**config.mk**
```make
export PLATFORM = sky130hd
export DESIGN_NAME = status_control_register_port
export DESIGN_NICKNAME = d
export VERILOG_FILES = /design/src/design/scr_pkg.sv /design/src/design/status_control_register_port.sv
export SDC_FILE = /design/constraint.sdc
export NUM_CORES = 1
export LEC_CHECK = 0
export BUFFER_PORTS_ARGS = -buffer_cell sky130_fd_sc_hd__buf_4
export CORE_AREA = 2 2 244 246
export CTS_CLUSTER_SIZE = 24
export DETAILED_ROUTE_END_ITERATION = 8
export DIE_AREA = 0 0 246 248
export HOLD_SLACK_MARGIN = 0.1
export SYNTH_ARGS = -nofsm -noshare
export SYNTH_HDL_FRONTEND = slang
export SYNTH_SLANG_ARGS = --single-unit
```
**constraint.sdc**
```tcl
create_clock -name core_clk -period 4.6 [get_ports core_clk]
set_input_delay 0.69 -clock core_clk [delete_from_list [all_inputs] [get_ports core_clk]]
set_output_delay 0.69 -clock core_clk [all_outputs]
set_load 0.02 [all_outputs]
```
**src/design/scr_pkg.sv**
```systemverilog
// constants and types shared by the status and control register port
package scr_pkg;
   //--------------------------------------------------------------
   // geometry of the register and the descriptor
   //--------------------------------------------------------------
   localparam int WORD_W    = 12;
   localparam int NUM_WORDS = 16;
   localparam int NUM_BITS  = 192;
   localparam int ADDR_LSB  = 0;
   localparam int ADDR_MSB  = 7;
   localparam int UNUSED_BIT = 8;
   localparam int FUNC_LSB  = 9;
   localparam int FUNC_MSB  = 11;

   //--------------------------------------------------------------
   // channel numbers and notable bit positions
   //--------------------------------------------------------------
   localparam int CHAN_PRIMARY     = 'o16;
   localparam int CHAN_SECOND      = 'o36;
   localparam int PP_COUNT_SECOND  = 20;
   localparam int SUMMARY_LAST     = 39;
   localparam int BIT_BUSY_CLEAR   = 78;
   localparam int BIT_DATA_RETURN  = 79;
   localparam int LOCK_FLAG_BIT    = 3;
   localparam int LOCK_FIRST       = 40;
   localparam int LOCK_LAST        = 53;

   //--------------------------------------------------------------
   // reset values and default category masks
   //--------------------------------------------------------------
   localparam logic [NUM_BITS-1:0] REGS_RESET   = 192'h0;
   localparam logic [WORD_W-1:0]   STATUS_RESET = 12'h000;
   localparam logic [NUM_BITS-1:0] ONE_BIT      = 192'h1;
   localparam logic [NUM_BITS-1:0] LOCK_GROUP   =
      (ONE_BIT << (LOCK_LAST + 1)) - (ONE_BIT << LOCK_FIRST);
   localparam logic [NUM_BITS-1:0] DEF_READ_ONLY = (ONE_BIT << 76) - (ONE_BIT << 40);
   localparam logic [NUM_BITS-1:0] DEF_DEADSTART = ~((ONE_BIT << 76) - ONE_BIT);
   localparam logic [NUM_BITS-1:0] DEF_IMPL     =
      ~((ONE_BIT << 4) | (ONE_BIT << 38) | (ONE_BIT << 39));
   localparam logic [NUM_BITS-1:0] DEF_SECOND   =
      ((ONE_BIT << 40) - ONE_BIT) | ((ONE_BIT << 80) - (ONE_BIT << 60));

   // descriptor function codes
   typedef enum logic [2:0] {
      FN_READ       = 3'b000,
      FN_TEST       = 3'b001,
      FN_CLEAR      = 3'b010,
      FN_TEST_CLEAR = 3'b011,
      FN_SET        = 3'b100,
      FN_TEST_SET   = 3'b101,
      FN_CLEAR_ALL  = 3'b110,
      FN_TEST_ERROR = 3'b111
   } func_t;
endpackage

```
**src/design/status_control_register_port.sv**
```systemverilog
// bit-addressable status and control register behind two internal channels
`timescale 1ns/1ps
`default_nettype none
module status_control_register_port
   import scr_pkg::*;
#(
   parameter bit                  SECOND_PRESENT = 1'b1,
   parameter logic [NUM_BITS-1:0] READ_ONLY_MASK = DEF_READ_ONLY,
   parameter logic [NUM_BITS-1:0] DEADSTART_MASK = DEF_DEADSTART,
   parameter logic [NUM_BITS-1:0] IMPL_MASK      = DEF_IMPL,
   parameter logic [NUM_BITS-1:0] SECOND_MASK    = DEF_SECOND
) (
   input  wire logic                core_clk,
   input  wire logic                reset_n,
   input  wire logic                deadstart,
   input  wire logic [NUM_BITS-1:0] status_valid,
   input  wire logic [NUM_BITS-1:0] status_value,
   input  wire logic                pri_out_valid,
   input  wire logic [WORD_W-1:0]   pri_out_data,
   input  wire logic                pri_in_take,
   output var  logic [WORD_W-1:0]   pri_in_data,
   output var  logic                pri_full,
   input  wire logic                sec_out_valid,
   input  wire logic [WORD_W-1:0]   sec_out_data,
   input  wire logic                sec_in_take,
   output var  logic [WORD_W-1:0]   sec_in_data,
   output var  logic                sec_full,
   output var  logic                chan_active,
   output var  logic [NUM_BITS-1:0] control_bits,
   output var  logic                central_busy_clear,
   output var  logic                memory_data_returned_signal
);
   //----------------------------------------------------------------
   // access helpers
   //----------------------------------------------------------------
   logic [NUM_BITS-1:0] regs;
   logic [NUM_BITS-1:0] next_regs;
   logic                pri_accept;
   logic                sec_accept;
   logic [WORD_W-1:0]   pri_answer;
   logic [WORD_W-1:0]   sec_answer;

   // bits held by a set error flag
   function automatic logic [NUM_BITS-1:0] locked(input logic [NUM_BITS-1:0] r);
      locked = r[LOCK_FLAG_BIT] ? LOCK_GROUP : '0;
   endfunction

   // bits a single-bit function may change
   function automatic logic [NUM_BITS-1:0] writable(input logic [NUM_BITS-1:0] r,
                                                    input logic [NUM_BITS-1:0] vis);
      writable = vis & IMPL_MASK & ~READ_ONLY_MASK & ~locked(r);
   endfunction

   // status word produced for a descriptor
   function automatic logic [WORD_W-1:0] answer(input logic [NUM_BITS-1:0] r,
                                                input logic [WORD_W-1:0]   d,
                                                input logic [NUM_BITS-1:0] vis);
      logic [7:0]          a;
      logic [NUM_BITS-1:0] m;
      logic [NUM_BITS-1:0] w;
      int                  idx;
      a   = d[ADDR_MSB:ADDR_LSB];
      m   = r & vis & IMPL_MASK;
      w   = writable(r, vis);
      idx = int'(a) * WORD_W;
      answer = STATUS_RESET;
      unique case (func_t'(d[FUNC_MSB:FUNC_LSB]))
         FN_READ: begin
            if (int'(a) < NUM_WORDS) answer = m[idx +: WORD_W];
         end
         FN_TEST, FN_TEST_CLEAR, FN_TEST_SET: begin
            // read-only and locked bits test as zero
            if (int'(a) < NUM_BITS) answer[0] = m[a] & w[a];
         end
         FN_TEST_ERROR: answer[0] = |(r[SUMMARY_LAST:0] & IMPL_MASK[SUMMARY_LAST:0]);
         FN_CLEAR, FN_SET, FN_CLEAR_ALL: answer = STATUS_RESET;
      endcase
   endfunction

   // register contents after a descriptor; no word write exists
   function automatic logic [NUM_BITS-1:0] apply(input logic [NUM_BITS-1:0] r,
                                                 input logic [WORD_W-1:0]   d,
                                                 input logic [NUM_BITS-1:0] vis);
      logic [7:0]          a;
      logic [NUM_BITS-1:0] w;
      a = d[ADDR_MSB:ADDR_LSB];
      w = writable(r, vis);
      apply = r;
      unique case (func_t'(d[FUNC_MSB:FUNC_LSB]))
         FN_CLEAR, FN_TEST_CLEAR: begin
            if (int'(a) < NUM_BITS && w[a]) apply[a] = 1'b0;
         end
         FN_SET, FN_TEST_SET: begin
            if (int'(a) < NUM_BITS && w[a]) apply[a] = 1'b1;
         end
         FN_CLEAR_ALL: apply = r & ~w;
         FN_READ, FN_TEST, FN_TEST_ERROR: apply = r;
      endcase
   endfunction

   //----------------------------------------------------------------
   // channel acceptance
   //----------------------------------------------------------------
   // a second output while full is held off until the input clears it
   assign pri_accept = pri_out_valid & ~pri_full;
   assign sec_accept = SECOND_PRESENT & sec_out_valid & ~sec_full;
   assign pri_answer = answer(regs, pri_out_data, {NUM_BITS{1'b1}});
   assign sec_answer = answer(regs, sec_out_data, SECOND_MASK);

   //----------------------------------------------------------------
   // register next state
   //----------------------------------------------------------------
   // descriptor effects, then deadstart, then external status wins
   always_comb begin
      logic [NUM_BITS-1:0] upd;
      upd       = status_valid & IMPL_MASK & ~locked(regs);
      next_regs = regs;
      if (pri_accept) next_regs = apply(next_regs, pri_out_data, {NUM_BITS{1'b1}});
      if (sec_accept) next_regs = apply(next_regs, sec_out_data, SECOND_MASK);
      if (deadstart) next_regs = next_regs & ~DEADSTART_MASK;
      next_regs = (next_regs & ~upd) | (status_value & upd);
   end

   // register bits and their control outputs
   always_ff @(posedge core_clk or negedge reset_n) begin
      if (!reset_n) begin
         regs                        <= REGS_RESET;
         control_bits                <= REGS_RESET;
         central_busy_clear          <= 1'b0;
         memory_data_returned_signal <= 1'b0;
      end else begin
         regs                        <= next_regs;
         control_bits                <= next_regs;
         central_busy_clear          <= next_regs[BIT_BUSY_CLEAR];
         memory_data_returned_signal <= next_regs[BIT_DATA_RETURN];
      end
   end

   //----------------------------------------------------------------
   // primary channel
   //----------------------------------------------------------------
   // full flag and status word for the primary channel
   always_ff @(posedge core_clk or negedge reset_n) begin
      if (!reset_n) begin
         pri_full    <= 1'b0;
         pri_in_data <= STATUS_RESET;
         chan_active <= 1'b0;
      end else begin
         chan_active <= 1'b1;
         if (pri_accept) begin
            pri_full    <= 1'b1;
            pri_in_data <= pri_answer;
         end else if (pri_in_take && pri_full) begin
            pri_full <= 1'b0;
         end
      end
   end

   //----------------------------------------------------------------
   // second channel
   //----------------------------------------------------------------
   // full flag and status word for the second channel
   always_ff @(posedge core_clk or negedge reset_n) begin
      if (!reset_n) begin
         sec_full    <= 1'b0;
         sec_in_data <= STATUS_RESET;
      end else if (sec_accept) begin
         sec_full    <= 1'b1;
         sec_in_data <= sec_answer;
      end else if (sec_in_take && sec_full) begin
         sec_full <= 1'b0;
      end
   end

   //----------------------------------------------------------------
   // checks
   //----------------------------------------------------------------
   // bits the primary channel may change, as a plain vector for indexing
   logic [NUM_BITS-1:0] pri_writable;
   assign pri_writable = writable(regs, {NUM_BITS{1'b1}});

   // channel reports active once out of reset
   a_chan_active: assert property (@(posedge core_clk) disable iff (!reset_n)
      reset_n |=> chan_active)
      else $error("channel not active");

   // primary channel handshake
   a_accept_sets_full: assert property (@(posedge core_clk) disable iff (!reset_n)
      pri_out_valid && !pri_full |=> pri_full)
      else $error("output did not set full");

   a_full_blocks_out: assert property (@(posedge core_clk) disable iff (!reset_n)
      pri_full && pri_out_valid && !pri_in_take |=> pri_full && $stable(pri_in_data))
      else $error("output accepted while full");

   a_take_frees: assert property (@(posedge core_clk) disable iff (!reset_n)
      pri_full && pri_in_take |=> !pri_full)
      else $error("input did not clear full");

   // second channel handshake
   a_sec_sets_full: assert property (@(posedge core_clk) disable iff (!reset_n)
      sec_accept |=> sec_full)
      else $error("second output did not set full");

   a_sec_refused: assert property (@(posedge core_clk) disable iff (!reset_n)
      sec_full && sec_out_valid && !sec_in_take |=> sec_full && $stable(sec_in_data))
      else $error("second output accepted while full");

   // answers carried to the status word
   a_test_error_or: assert property (@(posedge core_clk) disable iff (!reset_n)
      pri_accept && pri_out_data[FUNC_MSB:FUNC_LSB] == FN_TEST_ERROR
      |=> pri_in_data == {11'h000, |($past(regs[SUMMARY_LAST:0]) & IMPL_MASK[SUMMARY_LAST:0])})
      else $error("error summary answer wrong");

   a_test_upper_zero: assert property (@(posedge core_clk) disable iff (!reset_n)
      pri_accept && pri_out_data[FUNC_MSB:FUNC_LSB] == FN_TEST
      |=> pri_in_data[WORD_W-1:1] == 11'h000)
      else $error("test answer has upper bits");

   a_read_word_zero: assert property (@(posedge core_clk) disable iff (!reset_n)
      pri_accept && pri_out_data[FUNC_MSB:FUNC_LSB] == FN_READ
      && pri_out_data[ADDR_MSB:ADDR_LSB] == 8'h00
      |=> pri_in_data == ($past(regs[WORD_W-1:0]) & IMPL_MASK[WORD_W-1:0]))
      else $error("word read wrong");

   // register effects of descriptors and external inputs
   a_set_bit_sticks: assert property (@(posedge core_clk) disable iff (!reset_n)
      pri_accept && !sec_accept && !deadstart
      && pri_out_data[FUNC_MSB:FUNC_LSB] == FN_SET
      && pri_writable[pri_out_data[ADDR_MSB:ADDR_LSB]]
      && !status_valid[pri_out_data[ADDR_MSB:ADDR_LSB]]
      |=> regs[$past(pri_out_data[ADDR_MSB:ADDR_LSB])])
      else $error("set function lost");

   a_clear_bit_sticks: assert property (@(posedge core_clk) disable iff (!reset_n)
      pri_accept && !sec_accept
      && pri_out_data[FUNC_MSB:FUNC_LSB] == FN_CLEAR
      && pri_writable[pri_out_data[ADDR_MSB:ADDR_LSB]]
      && !status_valid[pri_out_data[ADDR_MSB:ADDR_LSB]]
      |=> !regs[$past(pri_out_data[ADDR_MSB:ADDR_LSB])])
      else $error("clear function lost");

   a_ext_override: assert property (@(posedge core_clk) disable iff (!reset_n)
      status_valid[0] |=> regs[0] == $past(status_value[0]))
      else $error("external status did not win");

   a_lock_holds: assert property (@(posedge core_clk) disable iff (!reset_n)
      regs[LOCK_FLAG_BIT] |=> regs[LOCK_LAST:LOCK_FIRST] == $past(regs[LOCK_LAST:LOCK_FIRST]))
      else $error("locked group changed");

   a_clear_all_keeps: assert property (@(posedge core_clk) disable iff (!reset_n)
      pri_accept && !sec_accept && !deadstart
      && pri_out_data[FUNC_MSB:FUNC_LSB] == FN_CLEAR_ALL
      && !(|(status_valid & READ_ONLY_MASK))
      |=> (regs & READ_ONLY_MASK) == ($past(regs) & READ_ONLY_MASK))
      else $error("clear all touched a read-only bit");

   a_unimpl_zero: assert property (@(posedge core_clk) disable iff (!reset_n)
      !(|(regs & ~IMPL_MASK)))
      else $error("unimplemented bit set");

   // control outputs and deadstart
   a_busy_release: assert property (@(posedge core_clk) disable iff (!reset_n)
      pri_accept && !sec_accept && !deadstart && !status_valid[BIT_BUSY_CLEAR]
      && pri_out_data[FUNC_MSB:FUNC_LSB] == FN_SET
      && pri_out_data[ADDR_MSB:ADDR_LSB] == 8'(BIT_BUSY_CLEAR)
      |=> central_busy_clear)
      else $error("busy release not raised");

   a_data_return: assert property (@(posedge core_clk) disable iff (!reset_n)
      sec_accept && !pri_accept && !deadstart && !status_valid[BIT_DATA_RETURN]
      && SECOND_MASK[BIT_DATA_RETURN]
      && sec_out_data[FUNC_MSB:FUNC_LSB] == FN_SET
      && sec_out_data[ADDR_MSB:ADDR_LSB] == 8'(BIT_DATA_RETURN)
      |=> memory_data_returned_signal)
      else $error("data returned signal not raised");

   a_deadstart_clears: assert property (@(posedge core_clk) disable iff (!reset_n)
      deadstart && DEADSTART_MASK[BIT_BUSY_CLEAR] && DEADSTART_MASK[BIT_DATA_RETURN]
      && !status_valid[BIT_BUSY_CLEAR] && !status_valid[BIT_DATA_RETURN]
      |=> !central_busy_clear && !memory_data_returned_signal)
      else $error("deadstart left a release bit set");
endmodule
`default_nettype wire

```
After elaboration in Yosys (flattened, before gate mapping)

Index checks and enable logic that the tools add are counted.

Register bits: 221
Latch bits: 0
RAM bits: 0
ROM bits: 0
Bits of input ports: 415
Word-level logic and storage cells: 115
Memories: 0

$add $sub $neg: 0
Multipliers: 2
Divide/modulo/power cells: 0
Magnitude comparators: 8
Equality and inequality tests: 14
Shift-type cells: 2
Multiplexer cells: 37
Bitwise operators: 23
Reductions and logical operators: 21

Operators by type and width:

| operator             | number |
|---|---|
| $pmux 192 s4         | 2 |
| $and 192x192->192    | 7 |
| $mux 192             | 7 |
| $not 192->192        | 5 |
| $or 192x192->192     | 3 |
| $shiftx 192x13->12   | 2 |
| $not 80->192         | 1 |
| $mux 54              | 2 |
| $not 54->80          | 1 |
| $bmux 1 s8           | 5 |
| $reduce_or 37->1     | 1 |
| $eq 3x3->1 const B   | 8 |
| $mux 12              | 2 |
| $mux 11              | 2 |
| $mul 8x2->10 const B | 2 |
| $lt 8x9->1 const B   | 2 |
| $reduce_or 3->1      | 6 |
| $demux 1 s8          | 2 |
| $ge 8x1->1 const B   | 2 |
| $lt 8x5->1 const B   | 2 |
| $lt 8x8->1 const B   | 2 |
| $mux 1               | 13 |
| $eq 3x2->1 const B   | 4 |
| $pmux 1 s4           | 2 |
| 7 further kinds      | 22 |

Depth between registers and ports, before layout

Gate-level depths: netlist of run 1.

Word-level depth: 20
Mapped depth: 11

Worst setup path before layout of run 1

OpenSTA, ideal clock, no wires.

Kind: input -> register
From: input sec_out_data[5]
To: register sec_in_data[0]
Library setup time: 0.095 ns
Arrival time: 2.548 ns
Required time: 4.505 ns
Slack: 1.957 ns
Cell stages on the path: 8
Path buffers: 1
Path through: clkbuf_2 > or4_4 > or4_1 > or3_1 > o32a_1 > o21ai_1 > a41oi_1 > o31ai_1

Longest elaborated chain between the ends: 5
Elaborated cells between the ends (all ways): 12
Those cells by class: mul (1); order compare (2); shift (1); mux (7); bitwise (1)

RTL lines:

| element                                              | RTL line                            | source |
|---|---|---|
| start: declaration                                   | status_control_register_port.sv:24  | `input wire logic [WORD_W-1:0] sec_out_data,` |
| branches (longest 4 deep; another with $mul 8x2->10) | --                                  |  |
| $pmux 1 s4 *                                         | status_control_register_port.sv:67  | `unique case (func_t'(d[FUNC_MSB:FUNC_LSB]))` |
| end signal: assignment                               | status_control_register_port.sv:169 | `sec_in_data <= sec_answer;` |
| end: declaration                                     | status_control_register_port.sv:26  | `output var logic [WORD_W-1:0] sec_in_data,` |

Every way passes the cells marked *. The select of a mux whose other input is x is not followed.
A chain may end at the register's enable or synchronous reset.

Worst setup path in the final report of run 1

From: input pri_out_data[0]
To: register regs[29]

Longest elaborated chain between the ends: 16
Elaborated cells between the ends (all ways): 26
Those cells by class: order compare (3); mux (13); bitwise (8); reduce/logical (2)

RTL lines:

| element                                                                | RTL line                                                               | source |
|---|---|---|
| start: declaration                                                     | status_control_register_port.sv:19                                     | `input wire logic [WORD_W-1:0] pri_out_data,` |
| $lt 8x9->1 (not written as such) or $ge 8x1->1 (tied branches)         | status_control_register_port.sv:91, status_control_register_port.sv:94 |  |
| $logic_and 1x1->1 (not written as such)                                | status_control_register_port.sv:91, status_control_register_port.sv:94 |  |
| $mux 1 (not written as such)                                           | status_control_register_port.sv:91, status_control_register_port.sv:94 |  |
| $demux 1 s8                                                            | status_control_register_port.sv:91, status_control_register_port.sv:94 |  |
| $not 192->192 (no source line)                                         | --                                                                     |  |
| $and 192x192->192 (no source line)                                     | --                                                                     |  |
| $mux 192                                                               | status_control_register_port.sv:91                                     | `if (int'(a) < NUM_BITS && w[a]) apply[a] = 1'b0;` |
| $pmux 192 s4 *                                                         | status_control_register_port.sv:89                                     | `unique case (func_t'(d[FUNC_MSB:FUNC_LSB]))` |
| $mux 192 *                                                             | status_control_register_port.sv:118                                    | `if (pri_accept) next_regs = apply(next_regs, pri_out_data, {NUM_BITS{1'b1}});` |
| $or 192x192->192 (no source line) or $and 192x192->192 (tied branches) | --                                                                     |  |
| $mux 192 (on tied branches)                                            | status_control_register_port.sv:94, status_control_register_port.sv:91 |  |
| $pmux 192 s4                                                           | status_control_register_port.sv:89                                     |  |
| $mux 192 *                                                             | status_control_register_port.sv:119                                    | `if (sec_accept) next_regs = apply(next_regs, sec_out_data, SECOND_MASK);` |
| $mux 192 *                                                             | status_control_register_port.sv:120                                    | `if (deadstart) next_regs = next_regs & ~DEADSTART_MASK;` |
| $and 192x192->192 *                                                    | status_control_register_port.sv:121                                    | `next_regs = (next_regs & ~upd) \| (status_value & upd);` |
| $or 192x192->192 *                                                     | status_control_register_port.sv:121                                    |  |
| named net next_regs[29]                                                | status_control_register_port.sv:37                                     | `logic [NUM_BITS-1:0] next_regs;` |
| end signal: assignment                                                 | status_control_register_port.sv:132                                    | `regs <= next_regs;` |
| end: declaration                                                       | status_control_register_port.sv:36                                     | `logic [NUM_BITS-1:0] regs;` |

Mark *: on every way through the listed nets, which the timed path passes. The rest lies on a longest branch. The select of a mux whose other input is x is not followed.

==> results.sh, run 1 <==
export IMPL_outcome="completed"
export IMPL_rsz0062_at_grt="false"
export IMPL_fin_crit_sh_pct=69.7
export IMPL_viasPerCell=6.13
export IMPL_synth_compound_area_share_pct=28.1
export IMPL_avgSynthCellArea_um2=9.20
export IMPL_vdd_drop_max_mv=0.399
export IMPL_dpl_worst_slack_ns=0.924
export IMPL_ys_ff_latch=219
export IMPL_worstMarginPinSlew_ns=1.24
export IMPL_drt_wl_total_mm=105
export IMPL_grtUsageMet1_pct=41.8
export IMPL_rr_worst_depth=7
export IMPL_fp_dieW_um=246
export IMPL_synth_seq_area_share_pct=33.8
export IMPL_grt_pass1_wl_mm=142
export IMPL_path_delay_family="simple AND/OR/NAND/NOR gates"
export IMPL_vias=19100
export IMPL_max_cap_violations=0
export IMPL_critPathMaxFanout=63
export IMPL_io_buffers=627
export IMPL_synthCells=1764
export IMPL_crit_required_ns=5.06
export IMPL_gp_congestion=0.961
export IMPL_yosysTopAreaCell="dfrtp_1"
export IMPL_dieArea_um2=61000
export IMPL_grt_total_usage_pct=32.9
export IMPL_cp_slowest_cell="and2_1"
export IMPL_syn_to_final_growth_pct=40.4
export IMPL_setup_tns_ns=0
export IMPL_power_density_nw_per_um2=305
export IMPL_cts_buffers=29
export IMPL_ctsHoldBuffers=0
export IMPL_drive_above_1_share_pct=38.8
export IMPL_synth_top_area_share_pct=33.8
export IMPL_core_area_um2=58500
export IMPL_synth_area_mux_share_pct=19.6
export IMPL_clockBufferDepth=3
export IMPL_max_slew_margin_pct=16.4
export IMPL_p_total_mw=6.96
export IMPL_postCtsSetupBuffers=0
export IMPL_end_kind="register"
export IMPL_clk_pin_slew_ns=0.06
export IMPL_antenna_found_initial=12
export IMPL_worst_setup_path_type="in -> reg"
export IMPL_synth_area_leaders="dfrtp_1, mux4_2, o21ai_0, a22o_1, a21oi_1"
export IMPL_syn_num_nets=2179
export IMPL_n_fill_cell=5873
export IMPL_yosys_warnings=0
export IMPL_synth_edf_count=0
export IMPL_reg2reg_from="pri_full$_DFFE_PN0P_"
export IMPL_synth_adder_area_share_pct=0
export IMPL_yosys_area_share_xor_xnor_pct=0
export IMPL_grt_util_met2_pct=53.7
export IMPL_path_buf_inv=1
export IMPL_initialDrtViolationCount=2373
export IMPL_holdCritPathClass="in -> async"
export IMPL_final_min_clock_period_ns=3.21
export IMPL_synth_top_family_by_area="compound AO/OA/AOI/OAI gates"
export IMPL_hold_slack_ns=0.186
export IMPL_clk_latency_ns=0.60
export IMPL_ys_async_sr_fraction_pct=100
export IMPL_slowest_delay_ns=0.99
export IMPL_rows=89
export IMPL_final_util_pct=39.0
export IMPL_grt_max_degree=111
export IMPL_use_met3_pct=8.33
export IMPL_layout_common_cells="buf_4, o21ai_0, dfrtp_1, a21oi_1, nor2_1"
export IMPL_fmax_ghz=0.312
export IMPL_synth_simple_area_share_pct=14.1
export IMPL_setup_viol=0
export IMPL_start_util_pct=27.7
export IMPL_arrival_ns=3.67
export IMPL_crit_cells=7
export IMPL_crit_reg2reg_capture="regs[173]$_DFF_PN0_"
export IMPL_worst_setup_path_start_kind="input pin"
export IMPL_first_pass_iters=8
export IMPL_cts_htree_levels=1
export IMPL_grt_pass1_vias=18400
export IMPL_io_pins=636
export IMPL_grt_overflow=0
export IMPL_place_hpwl_mm=79.3
export IMPL_ant_nets=0
export IMPL_synth_distinct_cells=66
export IMPL_hold_viol=0
export IMPL_maxSlewViolCount=0
export IMPL_syn_area_um2=16200
export IMPL_cts_sinks=219
export IMPL_layout_setup_ws_ns=1.39
export IMPL_crit_chain="buf_6, nor2b_1, and2_1, a21oi_1, a211oi_1, a31oi_1, o41ai_1"
export IMPL_busiest_layer="met2"
export IMPL_final_common_cell="buf_4"
export IMPL_wl_per_cell_um=33.6
export IMPL_synth_ff_type="dfrtp_1"
export IMPL_drc=0
export IMPL_r2r_setup_slack_ns=1.48
export IMPL_cts_tree="done"
export IMPL_fin_worst_skew_ns=0.0283
export IMPL_die_y_um=248
export IMPL_p_leak_nw=9.54
export IMPL_ctsResizeCount=0
export IMPL_root_buffer="clkbuf_16"
export IMPL_fin_nets=2729
==> kinds of logic (layout without fill, tap and decap cells) <==
family | after synthesis | in the layout
other | 1 | 9
buffers and inverters | 168 | 739
flip-flops | 219 | 219
multiplexers | 177 | 177
AO/OA/AOI/OAI | 724 | 724
AND/OR/NAND/NOR | 475 | 475
==> state kept, by name, indices dropped and copies added (netlist names) <==
register	count
chan_active	1
pri_full	1
pri_in_data	12
regs	192
sec_full	1
sec_in_data	12
==> synth_stat cells, types with 34 or more instances <==
| master | n |
|---|---|
| a211oi_1 | 36 |
| a21oi_1 | 177 |
| a22o_1 | 113 |
| buf_2 | 42 |
| clkbuf_1 | 102 |
| dfrtp_1 | 219 |
| mux2_2 | 41 |
| mux4_2 | 108 |
| nand2_1 | 108 |
| nor2_1 | 169 |
| nor2b_1 | 37 |
| nor3_1 | 34 |
| o21ai_0 | 231 |
==> how the worst max path moves through the flow <==
stage	slack (ns)	start	to
2_1_floorplan	1.96	sec_out_data[5]	sec_in_data[0]$_DFFE_PN0P_
3_3_place_gp	1.04	pri_out_data[0]	regs[29]$_DFF_PN0_
3_5_place_dp	0.92	pri_out_data[0]	regs[29]$_DFF_PN0_
4_1_cts	1.50	pri_out_data[0]	regs[29]$_DFF_PN0_
5_1_grt	1.27	pri_out_data[0]	regs[29]$_DFF_PN0_
6_report	1.39	pri_out_data[0]	regs[29]$_DFF_PN0_
==> layout make-up <==
| cell class | instances | area, um^2 | share of cell area (%) |
|---|---|---|---|
| Sequential cell | 219 | 5480 | 24.1 |
| Multi-Input combinational cell | 1377 | 10100 | 44.3 |
| Inverter | 9 | 33.8 | 0.148 |
| Tap cell | 773 | 967 | 4.25 |
| Timing Repair Buffer | 678 | 5140 | 22.6 |
| Clock buffer | 39 | 833 | 3.66 |
| Clock inverter | 13 | 210 | 0.923 |
| Antenna cell | 8 | 20.0 | 0.0879 |
==> worst register-to-register path: stages, from the launching register on <==
cell	delay [ns]
dfrtp_1	0.39
nor2b_1	0.23
buf_4	0.29
nand2_1	0.10
nor2_1	0.75
nand2_1	0.63
o21ai_0	0.47
a22o_1	0.19
==> layer usage <==
layer	wire (um)	share of wire (%)
met5	43	0.041
met4	4570	4.4
met3	10600	10
met2	49100	47
met1	40400	39
==> report_power, final <==
part	internal, mW	leakage (nW)	switching (mW)
clock	1.55	0.518	0.956
sequential	2.08	2.74	0.422
combinational	0.901	6.29	1.05
total	4.52	9.54	2.43
==> through the flow <==
stage                     area (um^2)  instances
after global routing            22800       3109
after detailed placement        21700       3056
after global placement          21700       3056
final                           22800       3116
after floorplan                 16200       1764
after CTS                       22800       3108
No activity file was read; power rests on OpenSTA's default activity.
==> run 2, diff against run 1 <==
clock period = 2.7 ns   (was 4.6 ns; I/O delays follow)
==> run 2 against run 1 <==
Net effect:
- global-route usage is 1.7 points higher
- sequential share of layout area is 4.2 points lower
- sequential power is 64% higher
- via count is 13% higher
- first-iteration DRC count is 4.1% higher
- sequential cell count stayed put
- power is 75% higher
- largest cell class unchanged
==> results.sh, run 2 (synthesis gave the netlist of run 1 again) <==
export IMPL_outcome="completed"
export IMPL_clockBufferDepth=3
export IMPL_end_kind="register"
export IMPL_die_y_um=248
export IMPL_ant_nets=0
export IMPL_p_sw_share_pct=34.9
export IMPL_clock_power_share_pct=31.7
export IMPL_initialDrtViolationCount=2470
export IMPL_maxSlewViolCount=0
export IMPL_fin_nets=3242
export IMPL_syn_to_final_growth_pct=69.9
export IMPL_dieArea_um2=61000
export IMPL_dpl_worst_slack_ns=-0.0448
export IMPL_final_common_cell="buf_4"
export IMPL_io_buffers=627
export IMPL_cts_sinks=219
export IMPL_n_fill_cell=5473
export IMPL_wl_per_cell_um=30.5
export IMPL_arrival_ns=3.13
export IMPL_rows=89
export IMPL_drc=0
export IMPL_fin_crit_sh_pct=99.5
export IMPL_worst_setup_path_type="reg -> reg"
export IMPL_crit_path_start="regs[31]$_DFF_PN0_"
export IMPL_layout_common_cells="buf_4, dlygate4sd3_1, o21ai_0, dfrtp_1, a21oi_1"
export IMPL_viasPerCell=5.96
export IMPL_layout_setup_ws_ns=0.0134
export IMPL_vias=21600
export IMPL_holdCritPathClass="in -> reg"
export IMPL_vdd_drop_max_mv=0.419
export IMPL_start_util_pct=27.7
export IMPL_setup_viol=0
export IMPL_setup_tns_ns=0
export IMPL_hold_viol=0
export IMPL_reg_largest_list="regs: 192 flops, pri_in_data: 12 flops, sec_in_data: 12 flops"
export IMPL_drt_wl_total_mm=110
export IMPL_grt_pass1_vias=21000
export IMPL_reg2reg_from="regs[31]$_DFF_PN0_"
export IMPL_pwr_share_seq_pct=33.8
export IMPL_power_net_switching_mw=4.25
export IMPL_grt_total_usage_pct=34.6
export IMPL_min_delay_start="status_value[76]"
export IMPL_drive_above_1_share_pct=37.9
export IMPL_final_util_pct=47.1
export IMPL_grt_pass1_wl_mm=151
export IMPL_p_leak_nw=11.8
export IMPL_final_min_clock_period_ns=2.69
export IMPL_gp_congestion=0.978
export IMPL_fmax_ghz=0.372
export IMPL_max_cap_violations=0
export IMPL_largest_reg_flops=192
export IMPL_max_slew_margin_pct=44.6
export IMPL_place_hpwl_mm=84.1
export IMPL_cts_tree="done"
export IMPL_clk_pin_slew_ns=0.06
export IMPL_cts_buffers=27
export IMPL_grt_max_degree=114
export IMPL_root_buffer="clkbuf_16"
export IMPL_fp_dieW_um=246
export IMPL_antenna_found_initial=7
export IMPL_cts_htree_levels=1
export IMPL_core_area_um2=58500
export IMPL_worstMarginPinSlew_ns=0.828
export IMPL_crit_required_ns=3.15
export IMPL_first_pass_iters=7
export IMPL_p_int_mw=7.93
export IMPL_top_register="regs"
export IMPL_comb_power_share_pct=34.6
export IMPL_worst_setup_path_start_kind="register"
export IMPL_hold_slack_ns=0.0998
export IMPL_power_density_nw_per_um2=442
export IMPL_fin_worst_skew_ns=0.0292
export IMPL_grt_overflow=0
export IMPL_io_pins=636
export IMPL_clk_latency_ns=0.59
export IMPL_critPathMaxFanout=7
## run 2: changes by cell type in the layout (fill, tap and decap cells not counted), sizes merged
cell,previous run,this run
buf,678,848
bufinv,5,4
clkbuf,39,34
clkinv,6,5
clkinvlp,0,4
diode,8,7
dlygate4sd3,0,345
inv,11,10
## run 2: worst paths after layout
check / to / slack, ns / depth (start not counted)
setup / recovery: sec_in_data[0]$_DFFE_PN0P_ / 0.01 / 7
hold / removal: regs[76]$_DFF_PN0_ / 0.1 / 3
setup reg to reg: sec_in_data[0]$_DFFE_PN0P_ / 0.01 / 7
hold reg to reg: regs[4]$_DFF_PN0_ / 0.38 / 0
max in group asynchronous: regs[69]$_DFF_PN0_ / 1.53 / 3
min in group asynchronous: sec_in_data[0]$_DFFE_PN0P_ / 0.43 / 2
## run 2: metrics by stage
step	std cells	total power, mW	instance area (um^2)
floorplan	1764	5.53	16200
global placement	3224	7.78	23100
detailed placement	3224	7.80	23100
CTS	3617	12.1	27500
global route	3621	12.5	27600
finish	3626	12.2	27600
## run 2: repair_timing
action / CTS / global route
endpoints found under the setup margin: 1 / 32
cloned: 0 / 0
setup buffers: 0 / 2
hold buffers: 345 / 0
pin swaps: 0 / 2
endpoints found under the hold margin: 241 / 0
resized for setup: 1 / 12
## run 2: layout make-up
class / instances / area (um^2) / area share, %
Multi-Input combinational cell: 1377 / 10100 / 36.7
Timing Repair Buffer: 1193 / 10000 / 36.4
Sequential cell: 219 / 5480 / 19.9
Tap cell: 773 / 967 / 3.51
Clock buffer: 34 / 732 / 2.66
Clock inverter: 14 / 184 / 0.667
Inverter: 9 / 33.8 / 0.123
Antenna cell: 7 / 17.5 / 0.0635
## run 2: metal layers
| layer | part of all wire, % | wire length, um | up-vias | track usage [%] |
|---|---|---|---|---|
| met5 | 0.049 | 54 | - | 0 |
| li1 | - | - | 8976 | - |
| met4 | 4.9 | 5370 | 8 | 14.2 |
| met1 | 39 | 42600 | 10700 | 44.0 |
| met3 | 9.5 | 10500 | 336 | 6.80 |
| met2 | 47 | 51900 | 1581 | 57.4 |
## run 2: power groups by stage
stage          clock, mW  combinational, mW  sequential, mW
2_1_floorplan          0               1.36            4.16
3_3_place_gp           0               3.64            4.14
3_5_place_dp           0               3.66            4.14
4_1_cts             3.91               4.13            4.08
5_1_grt             4.04               4.39            4.11
6_report            3.85               4.21            4.11
## run 2: critical path, stage by stage (launching register included)
cell and delay, ns:
dfrtp_1 0.60, nor4_1 0.78, nand4_1 0.19, nor3_2 0.45, o32a_1 0.22, o21ai_1 0.06
a41oi_1 0.16, o31ai_1 0.10
